$ cat src/rtl/vdac_map.svh
`ifndef VDAC_MAP_SVH
`define VDAC_MAP_SVH
// register addresses on the special function register bus
`define VDAC_ADDR_DATA_LOW 8'hFB
`define VDAC_ADDR_DATA_HIGH 8'hFC
`define VDAC_ADDR_CONTROL 8'hFD
// reset values
`define VDAC_CTRL_RESET 8'h00
`define VDAC_DATA_RESET 8'h00
`define VDAC_CODE_RESET 12'h000
// control bit positions
`define VDAC_BIT_ENABLE 0
`define VDAC_BIT_CLEAR_N 1
`define VDAC_BIT_RANGE 2
`define VDAC_BIT_BYTE_MODE 3
`define VDAC_BIT_PIN_SEL 4
// implemented control bits
`define VDAC_CTRL_MASK 8'h1F
// zero fill for the four low code bits in byte mode
`define VDAC_NIBBLE_ZERO 4'h0
// high byte bits that feed code bits 11 to 8
`define VDAC_NIB_MSB 3
`define VDAC_NIB_LSB 0
// unimplemented control bits and the value they keep
`define VDAC_UNUSED_MSB 7
`define VDAC_UNUSED_LSB 5
`define VDAC_UNUSED_ZERO 3'h0
// edges from a control write to the analog outputs
`define VDAC_CTRL_LAG 2
`endif

$ cat src/rtl/vdac_pkg.sv
`default_nettype none
package vdac_pkg;
  // converter code word
  typedef logic [11:0] vdac_code_t;
  // register byte
  typedef logic [7:0] vdac_byte_t;
endpackage
`default_nettype wire

$ cat src/rtl/vdac_top.sv
// Overview of operation
// - twelve-bit update happens on low byte write
// - code right-justified, high byte bits 3-0 hold bits 11-8
// - pin select bit routes output to common
// - byte mode: low byte gives eight MSBs
// - twelve-bit mode uses low byte plus nibble
// - range bit selects supply or reference range
// - clear bit low zeroes both data bytes
// - enable bit powers the converter up
// - control reads zero after reset, output floats
// - control bits seven to five ignored
`timescale 1ns/1ps
`default_nettype none
`include "vdac_map.svh"

module vdac_top (
  input wire logic mclk, // core clock, 250 MHz
  input wire logic sys_rst, // synchronous reset, active high
  input wire logic [7:0] sfr_addr, // register address
  input wire logic [7:0] sfr_wdata, // write data
  input wire logic sfr_we, // write strobe, one cycle
  input wire logic sfr_re, // read strobe
  output logic [7:0] sfr_rdata, // registered read data
  output logic sfr_rvalid, // read data valid pulse
  output logic [11:0] converter_code, // code to the resistor string
  output logic converter_enable, // converter powered up
  output logic output_range_select, // 1 supply range, 0 reference
  output logic output_pin_select, // 1 common input pin, 0 own pin
  output logic dac_pin_drive_oe, // buffer drives dedicated pin
  output logic analog_common_drive_oe, // buffer drives common pin
  output logic code_update_pulse // code reloaded this cycle
);

  // control register, low five bits implemented
  vdac_pkg::vdac_byte_t converter_control_reg;
  // data byte registers
  vdac_pkg::vdac_byte_t converter_data_low_reg;
  vdac_pkg::vdac_byte_t converter_data_high_reg;
  // code latched into the converter
  vdac_pkg::vdac_code_t code_reg;
  vdac_pkg::vdac_code_t code_next;
  // decoded write strobes
  logic wr_ctrl;
  logic wr_low;
  logic wr_high;
  // current control fields
  logic byte_mode_select;
  logic data_clear_n;
  // flip-flops behind the outputs
  vdac_pkg::vdac_byte_t sfr_rdata_reg; // last read value
  logic sfr_rvalid_reg; // read answer strobe
  logic code_update_pulse_reg; // code reload marker
  logic converter_enable_reg; // power-up request
  logic output_range_select_reg; // range choice
  logic output_pin_select_reg; // pin routing choice
  logic dac_pin_drive_oe_reg; // own pin buffer drive
  logic analog_common_drive_oe_reg; // common pin buffer drive

  // address decode
  assign wr_ctrl = sfr_we && (sfr_addr == `VDAC_ADDR_CONTROL);
  assign wr_low = sfr_we && (sfr_addr == `VDAC_ADDR_DATA_LOW);
  assign wr_high = sfr_we && (sfr_addr == `VDAC_ADDR_DATA_HIGH);
  assign byte_mode_select = converter_control_reg[`VDAC_BIT_BYTE_MODE];
  assign data_clear_n = converter_control_reg[`VDAC_BIT_CLEAR_N];

  // control register write
  always_ff @(posedge mclk) begin
    if (sys_rst) begin
      converter_control_reg <= `VDAC_CTRL_RESET;
    end else if (wr_ctrl) begin
      converter_control_reg <= sfr_wdata & `VDAC_CTRL_MASK;
    end
  end

  // low data byte
  always_ff @(posedge mclk) begin
    if (sys_rst) begin
      converter_data_low_reg <= `VDAC_DATA_RESET;
    end else if (!data_clear_n) begin
      converter_data_low_reg <= `VDAC_DATA_RESET;
    end else if (wr_low) begin
      converter_data_low_reg <= sfr_wdata;
    end
  end

  // high data byte
  always_ff @(posedge mclk) begin
    if (sys_rst) begin
      converter_data_high_reg <= `VDAC_DATA_RESET;
    end else if (!data_clear_n) begin
      converter_data_high_reg <= `VDAC_DATA_RESET;
    end else if (wr_high) begin
      converter_data_high_reg <= sfr_wdata;
    end
  end

  // next code from the written low byte
  always_comb begin
    if (byte_mode_select) begin
      code_next = {sfr_wdata, `VDAC_NIBBLE_ZERO};
    end else begin
      code_next = {converter_data_high_reg[`VDAC_NIB_MSB:`VDAC_NIB_LSB],
        sfr_wdata};
    end
  end

  // converter code update
  always_ff @(posedge mclk) begin
    if (sys_rst) begin
      // reset: zero code, no update marker
      code_reg <= `VDAC_CODE_RESET;
      code_update_pulse_reg <= 1'h0;
    end else if (!data_clear_n) begin
      code_reg <= `VDAC_CODE_RESET;
      code_update_pulse_reg <= 1'h0;
    end else begin
      // load on low byte write only
      code_update_pulse_reg <= wr_low;
      if (wr_low) begin
        // low byte write: take the new code
        code_reg <= code_next;
      end
    end
  end
  assign converter_code = code_reg;
  assign code_update_pulse = code_update_pulse_reg;

  // analog control outputs, registered
  always_ff @(posedge mclk) begin
    if (sys_rst) begin
      // reset: powered down, buffer floating
      converter_enable_reg <= 1'h0;
      output_range_select_reg <= 1'h0;
      output_pin_select_reg <= 1'h0;
      dac_pin_drive_oe_reg <= 1'h0;
      analog_common_drive_oe_reg <= 1'h0;
    end else begin
      converter_enable_reg <= converter_control_reg[`VDAC_BIT_ENABLE];
      output_range_select_reg <= converter_control_reg[`VDAC_BIT_RANGE];
      output_pin_select_reg <= converter_control_reg[`VDAC_BIT_PIN_SEL];
      dac_pin_drive_oe_reg <= converter_control_reg[`VDAC_BIT_ENABLE] &&
        !converter_control_reg[`VDAC_BIT_PIN_SEL];
      analog_common_drive_oe_reg <=
        converter_control_reg[`VDAC_BIT_ENABLE] &&
        converter_control_reg[`VDAC_BIT_PIN_SEL];
    end
  end
  // analog outputs straight from their flip-flops
  assign converter_enable = converter_enable_reg;
  assign output_range_select = output_range_select_reg;
  assign output_pin_select = output_pin_select_reg;
  assign dac_pin_drive_oe = dac_pin_drive_oe_reg;
  assign analog_common_drive_oe = analog_common_drive_oe_reg;

  // register read mux
  always_ff @(posedge mclk) begin
    if (sys_rst) begin
      // reset: no answer pending
      sfr_rdata_reg <= `VDAC_DATA_RESET;
      sfr_rvalid_reg <= 1'h0;
    end else begin
      // answer one cycle after the strobe
      sfr_rvalid_reg <= sfr_re;
      if (sfr_re) begin
        unique case (sfr_addr)
          `VDAC_ADDR_CONTROL: sfr_rdata_reg <= converter_control_reg;
          `VDAC_ADDR_DATA_LOW: sfr_rdata_reg <= converter_data_low_reg;
          `VDAC_ADDR_DATA_HIGH: sfr_rdata_reg <= converter_data_high_reg;
          // unmapped places read zero
          default: sfr_rdata_reg <= `VDAC_DATA_RESET;
        endcase
      end
    end
  end
  // read port straight from its flip-flops
  assign sfr_rdata = sfr_rdata_reg;
  assign sfr_rvalid = sfr_rvalid_reg;

  // checks
  property p_low_write_12;
    @(posedge mclk) disable iff (sys_rst)
      (wr_low && data_clear_n && !byte_mode_select) |=>
        converter_code ==
        {$past(converter_data_high_reg[`VDAC_NIB_MSB:`VDAC_NIB_LSB]),
        $past(sfr_wdata)};
  endproperty
  a_low_write_12: assert property (p_low_write_12)
    else $error("twelve-bit code not loaded on low write");

  property p_code_hold;
    @(posedge mclk) disable iff (sys_rst)
      (!wr_low && data_clear_n) |=> $stable(converter_code);
  endproperty
  a_code_hold: assert property (p_code_hold)
    else $error("code changed without a low byte write");

  property p_pulse_source;
    @(posedge mclk) disable iff (sys_rst)
      code_update_pulse |-> $past(wr_low && data_clear_n);
  endproperty
  a_pulse_source: assert property (p_pulse_source)
    else $error("update marker without a low byte write");

  property p_high_no_update;
    @(posedge mclk) disable iff (sys_rst)
      (wr_high && !wr_low && data_clear_n) |=> $stable(converter_code);
  endproperty
  a_high_no_update: assert property (p_high_no_update)
    else $error("high byte write changed code");

  property p_byte_mode;
    @(posedge mclk) disable iff (sys_rst)
      (wr_low && data_clear_n && byte_mode_select) |=>
        converter_code == {$past(sfr_wdata), `VDAC_NIBBLE_ZERO};
  endproperty
  a_byte_mode: assert property (p_byte_mode)
    else $error("byte mode code wrong");

  property p_byte_pulse;
    @(posedge mclk) disable iff (sys_rst)
      (wr_low && data_clear_n && byte_mode_select) |=> code_update_pulse;
  endproperty
  a_byte_pulse: assert property (p_byte_pulse)
    else $error("byte mode low write did not update code");

  property p_clear;
    @(posedge mclk) disable iff (sys_rst)
      !data_clear_n |=> (converter_data_low_reg == `VDAC_DATA_RESET &&
        converter_data_high_reg == `VDAC_DATA_RESET &&
        converter_code == `VDAC_CODE_RESET);
  endproperty
  a_clear: assert property (p_clear)
    else $error("clear did not zero data");

  property p_clear_no_pulse;
    @(posedge mclk) disable iff (sys_rst)
      !data_clear_n |=> !code_update_pulse;
  endproperty
  a_clear_no_pulse: assert property (p_clear_no_pulse)
    else $error("code updated while clear held");

  property p_pin_route;
    @(posedge mclk) disable iff (sys_rst)
      ##1 (analog_common_drive_oe ==
        ($past(converter_control_reg[`VDAC_BIT_PIN_SEL]) &&
        $past(converter_control_reg[`VDAC_BIT_ENABLE])));
  endproperty
  a_pin_route: assert property (p_pin_route)
    else $error("common pin drive wrong");

  property p_dedicated_pin;
    @(posedge mclk) disable iff (sys_rst)
      (converter_enable && !output_pin_select) |->
        (dac_pin_drive_oe && !analog_common_drive_oe);
  endproperty
  a_dedicated_pin: assert property (p_dedicated_pin)
    else $error("dedicated pin drive wrong");

  property p_enable;
    @(posedge mclk) disable iff (sys_rst)
      wr_ctrl ##1 1'h1 |=> converter_enable ==
        $past(sfr_wdata[`VDAC_BIT_ENABLE], `VDAC_CTRL_LAG);
  endproperty
  a_enable: assert property (p_enable)
    else $error("enable not following control");

  property p_range;
    @(posedge mclk) disable iff (sys_rst)
      wr_ctrl ##1 1'h1 |=> output_range_select ==
        $past(sfr_wdata[`VDAC_BIT_RANGE], `VDAC_CTRL_LAG);
  endproperty
  a_range: assert property (p_range)
    else $error("range not following control");

  property p_upper_ignored;
    @(posedge mclk) disable iff (sys_rst)
      wr_ctrl |=>
        converter_control_reg[`VDAC_UNUSED_MSB:`VDAC_UNUSED_LSB] ==
        `VDAC_UNUSED_ZERO;
  endproperty
  a_upper_ignored: assert property (p_upper_ignored)
    else $error("unimplemented control bits stored");

  property p_ctrl_read_zero;
    @(posedge mclk) disable iff (sys_rst)
      (sfr_re && sfr_addr == `VDAC_ADDR_CONTROL) |=> (sfr_rvalid &&
        sfr_rdata[`VDAC_UNUSED_MSB:`VDAC_UNUSED_LSB] == `VDAC_UNUSED_ZERO);
  endproperty
  a_ctrl_read_zero: assert property (p_ctrl_read_zero)
    else $error("control read shows unimplemented bits");

  property p_float_off;
    @(posedge mclk) disable iff (sys_rst)
      !converter_enable |-> !dac_pin_drive_oe && !analog_common_drive_oe;
  endproperty
  a_float_off: assert property (p_float_off)
    else $error("buffer drives while disabled");

  c_update12: cover property (@(posedge mclk) disable iff (sys_rst)
    wr_high ##[1:4] (wr_low && !byte_mode_select));
  c_update8: cover property (@(posedge mclk) disable iff (sys_rst)
    wr_low && byte_mode_select);
  c_clear: cover property (@(posedge mclk) disable iff (sys_rst)
    !data_clear_n);
  c_common: cover property (@(posedge mclk) disable iff (sys_rst)
    analog_common_drive_oe);
  c_range: cover property (@(posedge mclk) disable iff (sys_rst)
    output_range_select && converter_enable);

endmodule // vdac_top
`default_nettype wire

$ cat config.mk
export PLATFORM = sky130hd
export DESIGN_NAME = vdac_top
export DESIGN_NICKNAME = d
export VERILOG_FILES = /design/src/rtl/vdac_pkg.sv /design/src/rtl/vdac_top.sv
export VERILOG_INCLUDE_DIRS = /design/src /design/src/rtl
export SDC_FILE = /design/constraint.sdc
export NUM_CORES = 1
export LEC_CHECK = 0
export BUFFER_PORTS_ARGS = -buffer_cell sky130_fd_sc_hd__buf_4
export CORE_AREA = 2 2 70 72
export DETAILED_ROUTE_END_ITERATION = 8
export DIE_AREA = 0 0 72 74
export PLACE_DENSITY = 0.87
export SETUP_SLACK_MARGIN = 0.02
export SYNTH_ARGS = -nofsm -noshare
export SYNTH_HDL_FRONTEND = slang
export SYNTH_SLANG_ARGS = --single-unit
$ cat constraint.sdc
create_clock -name mclk -period 1.28 [get_ports mclk]
set_input_delay 0 -clock mclk [delete_from_list [all_inputs] [get_ports mclk]]
set_output_delay 0 -clock mclk [all_outputs]
set_load 0.05 [all_outputs]
* Word level (Yosys, flattened, before mapping)
Index checks and enable logic that the tools add are counted.
** Storage, ports and cells
- Memory bits (writable) :: 0
- Bits in read-only memories :: 0
- Memories kept :: 0
- Word-level logic and storage cells :: 25
- Bits in latches :: 0
- Bits in registers :: 48
** Operators by class
- Order comparisons :: 0
- Multipliers :: 0
- Eq/ne operators :: 3
- Shift operators :: 0
- Muxes and demuxes :: 2
- Div/mod/pow operators :: 0
- Bitwise operators :: 1
- Add/subtract/negate cells :: 0
- Reductions and logical operators :: 7
** Operator list (count)
- equality test 8 bit, second input constant :: 3
- case mux 8 bit (3 select lines) :: 1
- two-way mux 12 bit :: 1
- logical AND 1 bit :: 5
- OR reduction 2 bit :: 1
- zero test 1 bit :: 1
- NOT 1 bit :: 1

* Logic depth before layout (Yosys ltp)
Gate-level depths: netlist (run 1).
- Depth in word-level cells :: 2
- Gate-level depth with buffers :: 5

* Least setup slack after synthesis (run 1)
No wires, ideal clock.
- Path type :: register -> register
- From :: register converter_control_reg[3]
- To :: register code_reg[10], in the netlist converter_code[10]
- Arrival time :: 1.018 ns
- Data required time :: 1.155 ns
- Cell stages (with the launch flop) :: 5
- Path slack :: 0.136 ns
- Setup time :: 0.125 ns
- Cell sequence :: dfxtp_1 -> buf_4 -> mux2_2 -> nand4_1 -> a21oi_1
** On the way
- Word-level cells in the longest chain between the ends :: 1
** RTL lines
- start: declaration :: RTL line vdac_top.sv:35 : vdac_pkg::vdac_byte_t converter_control_reg;
- start signal: assignment :: RTL line vdac_top.sv:69 : converter_control_reg <= `VDAC_CTRL_RESET;
- start signal: assignment :: RTL line vdac_top.sv:71 : converter_control_reg <= sfr_wdata & `VDAC_CTRL_MASK;
- two-way mux 12 bit :: RTL line vdac_top.sv:99 : if (byte_mode_select) begin
- end signal: assignment :: RTL line vdac_top.sv:111 : code_reg <= `VDAC_CODE_RESET;
- end signal: assignment :: RTL line vdac_top.sv:114 : code_reg <= `VDAC_CODE_RESET;
- end signal: assignment :: RTL line vdac_top.sv:121 : code_reg <= code_next;
- end: declaration :: RTL line vdac_top.sv:40 : vdac_pkg::vdac_code_t code_reg;
Every way passes these cells.
A chain may end at the register's enable or synchronous reset.

==> summary by stage, run 1 <==
Detailed routing
The count of nets left with antenna violations once routing finished came out at 0. After detailed routing, the number of remaining DRC violations is 0. The first TritonRoute pass finished after 5 iterations. The via count is 2226. Dividing the detail-routed wire length by the instance count gives 17.71 microns.

In this run, the number of DRC markers left after iteration 0 of detailed routing was 161. The final layout contains routed wiring with a total length of 6.058 mm. Dividing the detail-routed via count by the number of cells gives 6.509.

Clocking
The clock net sink count is 48. At the later pin of the worst-skew pair, clock insertion delay measures 0.30 ns. The number of hold-repair buffers added at the cts stage is 8.

The CTS tree is yes. The tree is rooted in a sky130_fd_sc_hd__clkbuf_8. In this run the number of H-tree levels came out at 2. The largest buffer count on any clock path is 2.

The number of buffers created by CTS is 5. Once the clock tree was built, the resizer swapped 0 gates to a different size. Buffers added to address setup during post-CTS repair amount to 0. The clock input transition at the sequential cells of the worst setup and hold paths is 0.09 ns.

Worst setup path
The cell with the largest stage delay on the worst path is sky130_fd_sc_hd__dlygate4sd3_1. The worst register-to-register path has a depth of 4. STA classifies the critical path startpoint as a primary input. The maximum cell stage delay along the critical path is 0.54 ns. Traced cell by cell, the critical path runs through dlygate4sd3_1, buf_4, nand2b_1, inv_1, nand3_1, o32ai_1. Data arrives at the worst endpoint at 1.38 ns. Data on the critical path is required at its endpoint by 1.49 ns. STA classifies the critical path endpoint as a register. In this run the worst path has a maximum fanout of 18.

The worst register-to-register path has a setup slack of 0.16 ns. The startpoint of the worst setup timing path is sys_rst. The startpoint identified for the worst register-to-register timing path is converter_control_reg[3]$_SDFFE_PP0P_. The worst register-to-register path ends at converter_code[4]$_SDFFE_PP0P_. The setup path with the least slack is of type primary input to register.

Synth
Synthesis produced 249 cells. After synthesis, the most frequently instantiated cells are sky130_fd_sc_hd__dfxtp_1 (48), sky130_fd_sc_hd__a21oi_1 (33), sky130_fd_sc_hd__nand4_1 (33), sky130_fd_sc_hd__o31ai_1 (33), sky130_fd_sc_hd__buf_2 (15). The most repeated cell in the gate-level netlist after synthesis is sky130_fd_sc_hd__dfxtp_1.

The adder-cell share of the synthesized area is 0. After synthesis, the largest family of logic cells by area is compound AO/OA/AOI/OAI gates. After synthesis, the share of cell area in mux cells is 0.03812.

The post-synthesis area per instance is 9.492 sq um. The number of nets handed over by synthesis was 269. Yosys attributes the largest share of cell area to sky130_fd_sc_hd__dfxtp_1 (41%), sky130_fd_sc_hd__o31ai_1 (10%), sky130_fd_sc_hd__nand4_1 (8.7%). The fraction of the mapped netlist area in compound gates is 0.2440. For this run, the number of Yosys warnings is 0. The flip-flop and latch count after synthesis is 48.

The share of flip-flops with an asynchronous set or reset after synthesis is 0. For this run, the register share of the synthesized area comes to 0.4066. Summing every instance area after synthesis gives 0.002364 sq mm. The count of flip-flops with a built-in enable after synthesis is 0. The area share of and/or/nand/nor cells after synthesis is 0.2255. Of all cell types, the one taking the most synthesized area is sky130_fd_sc_hd__dfxtp_1. The post-synthesis cell type count is 33. The commonest register cell after synthesis is sky130_fd_sc_hd__dfxtp_1. The share of the synthesized netlist area taken by xor and xnor gates is 0. Of the post-synthesis cell area, the dominant cell type holds 0.4066.

Run
Max-cap violations in this run came to 0.

Cells and area
Leaving out filler cells and counting taps, the final layout contains 342. The fraction of the core area covered by cells at the end of the flow is 0.6278. Compared with the post-synthesis result, the final layout area differs by 22.13%.

The final net count is 307. The register with the most flip-flops in the layout has 12 of them. 0 antenna diodes ended up in the layout. Of the cells placed in the final design, the portion with a size suffix greater than 1 is 0.2708.

Worst hold path
The class of the most critical hold timing path is primary input to register. The number of cells on the worst hold path is 3. In this run the most critical hold path is launched from sfr_wdata[3]. For hold timing, the worst endpoint is converter_control_reg[3]$_SDFFE_PP0P_.

Die
The core region is 0.004598 sq mm. 47 I/O pins were placed. Measured along the y axis, the die boundary spans 74 microns.

The total die area is 0.005328 sq mm. The site row count is 25. The width of the die is 72 microns. The initial cell density of the core is 0.5140.

Outcome
The flow ran to the end, and the final reports show no timing, DRC or antenna violations.

Timing
The accumulated negative setup slack is 0 ns. The final clock period utilization by the worst path is 0.9198. The maximum frequency from static timing analysis is 0.8493 GHz.

The final hold violation count was 0. Setup repair after global routing left no endpoint under its margin. The final number of max-transition violations came to 0. The worst pin sits at a relative slew slack of 0.7444. The smallest clock period supported by the final layout is computed as 1.177 ns.

On the final layout, the worst hold slack is 0.007084 ns. Setup violations remaining at the end of the flow were counted as 0. For the final database, setup skew stands at 0.004635 ns.

The slew at the pin closest to its max-slew limit is 0.3808 ns.

Pwr
The share of total power dissipated in sequential elements is 0.547. VDD sags by at most 0.5876 mV. The combinational group share of total power is 0.102. The switching share of power is 0.2515. For this design the total switching power over the nets is 0.0006868 W.

The internal portion of the total power is 0.002044 W. The power per standard cell area is 945.9 mW/mm^2. The reported leakage power is 0.9734 nW. The clock group share of total power is 0.351.

Place
After detailed placement, the design holds a cell count of 326. The number of input and output port buffers inserted is 46. The routability-driven placement congestion ratio is 0.8321. The post-detailed-placement half-perimeter wirelength is 3.823 mm.

Global routing
The number of antenna violations at the first check in global routing is 0. The first global-routing pass estimated 9.535 mm of wire. For this run, the total global-route usage over all layers was measured as 0.2265. The via count of the first global-routing pass came to 1950. Entering global routing, the biggest net connects 36 pins.

The total global routing overflow is 0.
==> through the flow <==
| step | total power [W] | instance area (sq um) | setup slack (ns) |
|---|---|---|---|
| CTS | 0.002739 | 2887 | 0.09360 |
| finish | 0.002730 | 2887 | 0.1026 |
| floorplan | 0.001686 | 2364 | 0.1364 |
| global placement | 0.001778 | 2710 | 0.1605 |
| global route | 0.002829 | 2887 | 0.04434 |
| detailed placement | 0.001781 | 2710 | 0.1406 |
==> layout by cell type, fill, tap and decap left out, types with 5 or more instances in the layout <==
master	n
sky130_fd_sc_hd__nand2b_1	6
sky130_fd_sc_hd__inv_1	5
sky130_fd_sc_hd__nor2b_1	8
sky130_fd_sc_hd__buf_4	51
sky130_fd_sc_hd__and4b_1	6
sky130_fd_sc_hd__mux2_2	8
sky130_fd_sc_hd__nand4_1	33
sky130_fd_sc_hd__dfxtp_1	48
sky130_fd_sc_hd__dlygate4sd3_1	8
sky130_fd_sc_hd__a21oi_1	33
sky130_fd_sc_hd__o31ai_1	33
sky130_fd_sc_hd__clkbuf_8	6
sky130_fd_sc_hd__o32ai_1	7
==> worst max-delay path: cells and delay by family <==
family / cells / cell delay, ns
AOI/OAI and AO/OA: 1 / 0.17
and+or+nand+nor: 2 / 0.37
buffers and inverters: 3 / 0.84
==> routing by layer <==
layer	vias to the layer above	GRT usage	part of all wire
met3	13	0.05149	0.086
met4	0	0.08386	0.019
li1	1056	-	-
met5	-	0	0
met2	125	0.3601	0.48
met1	1032	0.3041	0.41
==> layout make-up <==
class | instances | area [sq um]
Fill cell | 381 | 1712
Multi-Input combinational cell | 164 | 1200
Sequential cell | 48 | 960.9
Timing Repair Buffer | 63 | 543.0
Clock buffer | 6 | 82.58
Tap cell | 54 | 67.56
Inverter | 5 | 18.77
Clock inverter | 2 | 13.76
==> cells by family (layout without fill, tap and decap cells) <==
kind of cell / count (synthesis) / count (layout)
compound gates: 83 / 83
flops: 48 / 48
simple gates: 73 / 73
buf+inv: 37 / 76
mux: 8 / 8
==> power by group through the flow <==
stage / logic (W) / registers [W] / clock network (W)
2_1_floorplan: 0.000150 / 0.00154 / 0
3_3_place_gp: 0.000248 / 0.00153 / 0
3_5_place_dp: 0.000252 / 0.00153 / 0
4_1_cts: 0.000273 / 0.00149 / 0.000973
5_1_grt: 0.000293 / 0.00149 / 0.00104
6_report: 0.000277 / 0.00149 / 0.000959
==> worst max path at each step <==
| stage | end | slack, ns |
|---|---|---|
| 6_report | sfr_rdata[3]$_SDFFE_PP0P_ | 0.10 |
| 5_1_grt | sfr_rdata[3]$_SDFFE_PP0P_ | 0.04 |
| 4_1_cts | sfr_rdata[3]$_SDFFE_PP0P_ | 0.09 |
| 3_5_place_dp | sfr_rdata[3]$_SDFFE_PP0P_ | 0.14 |
| 2_1_floorplan | converter_code[10]$_SDFFE_PP0P_ | 0.14 |
| 3_3_place_gp | sfr_rdata[3]$_SDFFE_PP0P_ | 0.16 |
(Power assumes the default switching activity.)
==> inputs of run 2 (changes only) <==
- CORE_AREA: 2 2 70 72 -> 2 2 75 77
- DIE_AREA: 0 0 72 74 -> 0 0 77 79
- PLACE_DENSITY: 0.87 -> 0.78
- SETUP_SLACK_MARGIN: 0.02 -> 0.2
==> run 2 against run 1 <==
Wire length down 0.76%. Global-route usage down 2.3 points. First-iteration DRC count up 9.9%. Critical path depth down 3. Final area unchanged. Power down 0.97%. Via count down 0.36%. Critical path type is now register to register. Highest routed layer unchanged.
==> summary by stage, run 2 (same netlist as run 1, synthesis figures left out) <==
Timing
The worst setup slack after layout is 0.1888 ns (+0.08617 ns). Setup repair after global routing could not meet its margin everywhere. The final number of max-transition violations is 0 (unchanged). The time the worst path needs with I/O delays and setup is 1.091 ns (-0.08617 ns). The final clock period utilization by the worst path is 0.8525 (-0.06732). The maximum frequency from static timing analysis is 0.9164 GHz (+7.9%). The worst slew slack as a fraction of its limit is 0.7031 (-0.04128). The slew at the pin closest to its max-slew limit is 0.4453 ns (+0.06451 ns). The worst-case clock skew is 0.01060 ns (+0.005967 ns). The final hold violation count is 0 (unchanged). The accumulated negative setup slack came to 0 ns (unchanged). The number of setup violations in the final report was 0 (unchanged).

Cells and area
The final standard cell area without fillers is 0.002887 sq mm (unchanged). In the layout the commonest cells are sky130_fd_sc_hd__buf_4 (53), sky130_fd_sc_hd__dfxtp_1 (47), sky130_fd_sc_hd__o31ai_1 (33), sky130_fd_sc_hd__nand4_1 (33), sky130_fd_sc_hd__a21oi_1 (33). The sequential standard cell area was 964.7 sq um (+0.39%).

The area used by multi-input combinational logic is 0.001205 sq mm (+0.42%). The total inserted antenna cells is 0 (unchanged). The ratio of cells with drive above 1 in the final layout was 0.2787 (+0.007912). The layout overhead on the synthesized area was 22.13% (unchanged). The count of fill cells added during filler insertion is 511 (+34%). The number of flip-flops under the largest register name is 12 (unchanged). Leaving out fill and tap cells, the most frequent cell in the layout is sky130_fd_sc_hd__buf_4. The final net count is 306 (-0.33%).

Clocking
The number of buffers created by CTS is 5 (unchanged). The total number of H-tree levels came to 2 (unchanged). The largest buffer count on any clock path is 2 (unchanged). The latest clock arrival within the worst-skew pair is 0.30 ns (about the same). The clock input transition at the sequential cells of the worst setup and hold paths is 0.09 ns (about the same). The CTS tree is yes.

The cell sitting at the root of the clock tree is a sky130_fd_sc_hd__clkbuf_8. The clock net sink count is 48 (unchanged).

Worst setup path
The endpoint arrival time on the critical path is 1.28 ns (-0.10 ns). Among all stages on the critical path, the largest delay is contributed by sky130_fd_sc_hd__dfxtp_4. The instance count on the critical path came to 3 (-3). The kind of critical path is register to register. The startpoint type of the worst setup path is a register.

The worst setup path is captured at a register. The largest fanout on the critical path is 14 (-4). The sum of buffers and inverters on the critical path is 0 (-3). The maximum cell stage delay along the critical path was 0.46 ns (-0.08 ns). The number of cell instances on the worst register-to-register path came to 3 (-1). The largest delay contributor family on the critical path is flip-flops. The signal on the critical path passes through mux2_2, nand4_1, a21oi_1.

The required time at the worst-slack endpoint is 1.47 ns (-0.02 ns).

Global routing
The first-pass GRT wire length is 9.949 mm (+4.3%). The number of antenna violations at the first check in global routing came to 0 (unchanged). The total global routing overflow is 0 (unchanged). The via count of the first global-routing pass is 2033 (+4.3%).

The maximum number of pins on one net before global-route repair is 36 (unchanged). The overall global routing resource usage was 0.2038 (-0.02269).

Place
The post-detailed-placement half-perimeter wirelength is 3.874 mm (+1.3%). The routability-driven placement congestion ratio is 0.8374 (+0.64%). The number of input and output port buffers inserted is 46 (unchanged). The pre-CTS worst setup slack is 0.1230 ns (-0.01767 ns). The total cell area at the placement stage is 0.002729 sq mm (+0.69%).

Pwr
The reported leakage power is 0.9615 nW (-1.2%). The maximum resistive drop on vdd is 0.4350 mV (-26%). The power per standard cell area was 936.7 mW/mm^2 (-0.97%).

Run
The number of max-cap violations is 0 (unchanged).

Die
The total die area is 0.006083 sq mm (+14%). The top-level I/O count is 47 (unchanged). The width of the die is 77 microns (+6.9%). The die height is 79 microns (+6.8%). The area inside the core boundary is 0.005338 sq mm (+16%).

The site row count is 27 (+8.0%). The initial cell density of the core is 0.4428 (-0.07121).

Detailed routing
The top layer reached by signal wires is met4. The total iterations of the first detailed-routing run is 5 (unchanged). The final routed DRC violation total came to 0 (unchanged). The DRC violation total after the first TritonRoute iteration came to 177 (+9.9%). The detail-routed via count per cell was 6.178 (-5.1%). The met3 routed wirelength is 560 microns (+6.9%). The total length of routed wires came to 6.012 mm (-0.76%).

The routed metal-1 wirelength is 2.699 mm (+7.6%). The met2 wire length is 2.666 mm (-8.4%). The via count is 2218 (-0.36%). The average wire length per cell after detail routing is 16.75 microns (-5.5%). The remaining number of nets flagged by the antenna check after routing was 0 (unchanged).

Worst hold path
The class of the most critical hold timing path is primary input to register. The number of cells on the worst hold path is 3 (unchanged).

Outcome
The flow ran to the end, and the final reports show no timing, DRC or antenna violations.
==> run 2: final cells by class <==
cell class / instances / share of cell area
flip-flops and latches: 48 / 0.3342
repair buffers: 62 / 0.1795
well taps: 72 / 0.03121
inverters: 5 / 0.006502
clock buffers: 8 / 0.03121
multi-input cells: 164 / 0.4174
==> run 2: repair_timing <==
action	4_1_cts	5_1_grt
endpoints found under the hold margin	16	0
resized for setup	2	1
setup endpoints to repair	10	12
buffers inserted	0	0
hold buffers	6	0
==> run 2: worst paths after layout <==
check                                                             start                                 endpoint  slack, ns
worst max-delay path              converter_control_reg[3]$_SDFFE_PP0P_           converter_code[9]$_SDFFE_PP0P_       0.19
worst min-delay path                                       sfr_wdata[6]  converter_data_high_reg[6]$_SDFFE_PP0P_      0.008
worst max register to register    converter_control_reg[3]$_SDFFE_PP0P_           converter_code[9]$_SDFFE_PP0P_       0.19
worst min register to register  converter_data_high_reg[6]$_SDFFE_PP0P_  converter_data_high_reg[6]$_SDFFE_PP0P_       0.47
==> run 2: worst register-to-register path, cell delays in order, from the launching register on <==
cell,delay (ns)
sky130_fd_sc_hd__dfxtp_4,0.46
sky130_fd_sc_hd__mux2_2,0.37
sky130_fd_sc_hd__nand4_1,0.09
sky130_fd_sc_hd__a21oi_1,0.07
==> run 2: per-stage QoR <==
stage | total power [W] | hold WS, ns | instances | utilization
3_5_place_dp | 0.001783 | 0.2780 | 345 | 0.5113
5_1_grt | 0.002797 | 0.007646 | 359 | 0.5408
6_report | 0.002704 | 0.007728 | 359 | 0.5408
4_1_cts | 0.002707 | 0.001971 | 359 | 0.5403
2_1_floorplan | 0.001686 | 0.1468 | 249 | -
3_3_place_gp | 0.001782 | 0.2717 | 345 | 0.5113
==> run 2: routing by layer <==
layer | vias to the layer above | global-route usage
met3 | 11 | 0.04659
met2 | 117 | 0.3237
li1 | 1052 | -
met4 | 0 | 0.06607
met1 | 1038 | 0.2760
met5 | - | 0
==> run 2: where the power goes <==
group          internal (W)  switching, W  total [W]
Combinational      0.000106      0.000171   0.000277
Clock              0.000442      0.000493   0.000935
Sequential          0.00149   0.000000781    0.00149
Total               0.00204      0.000665    0.00270
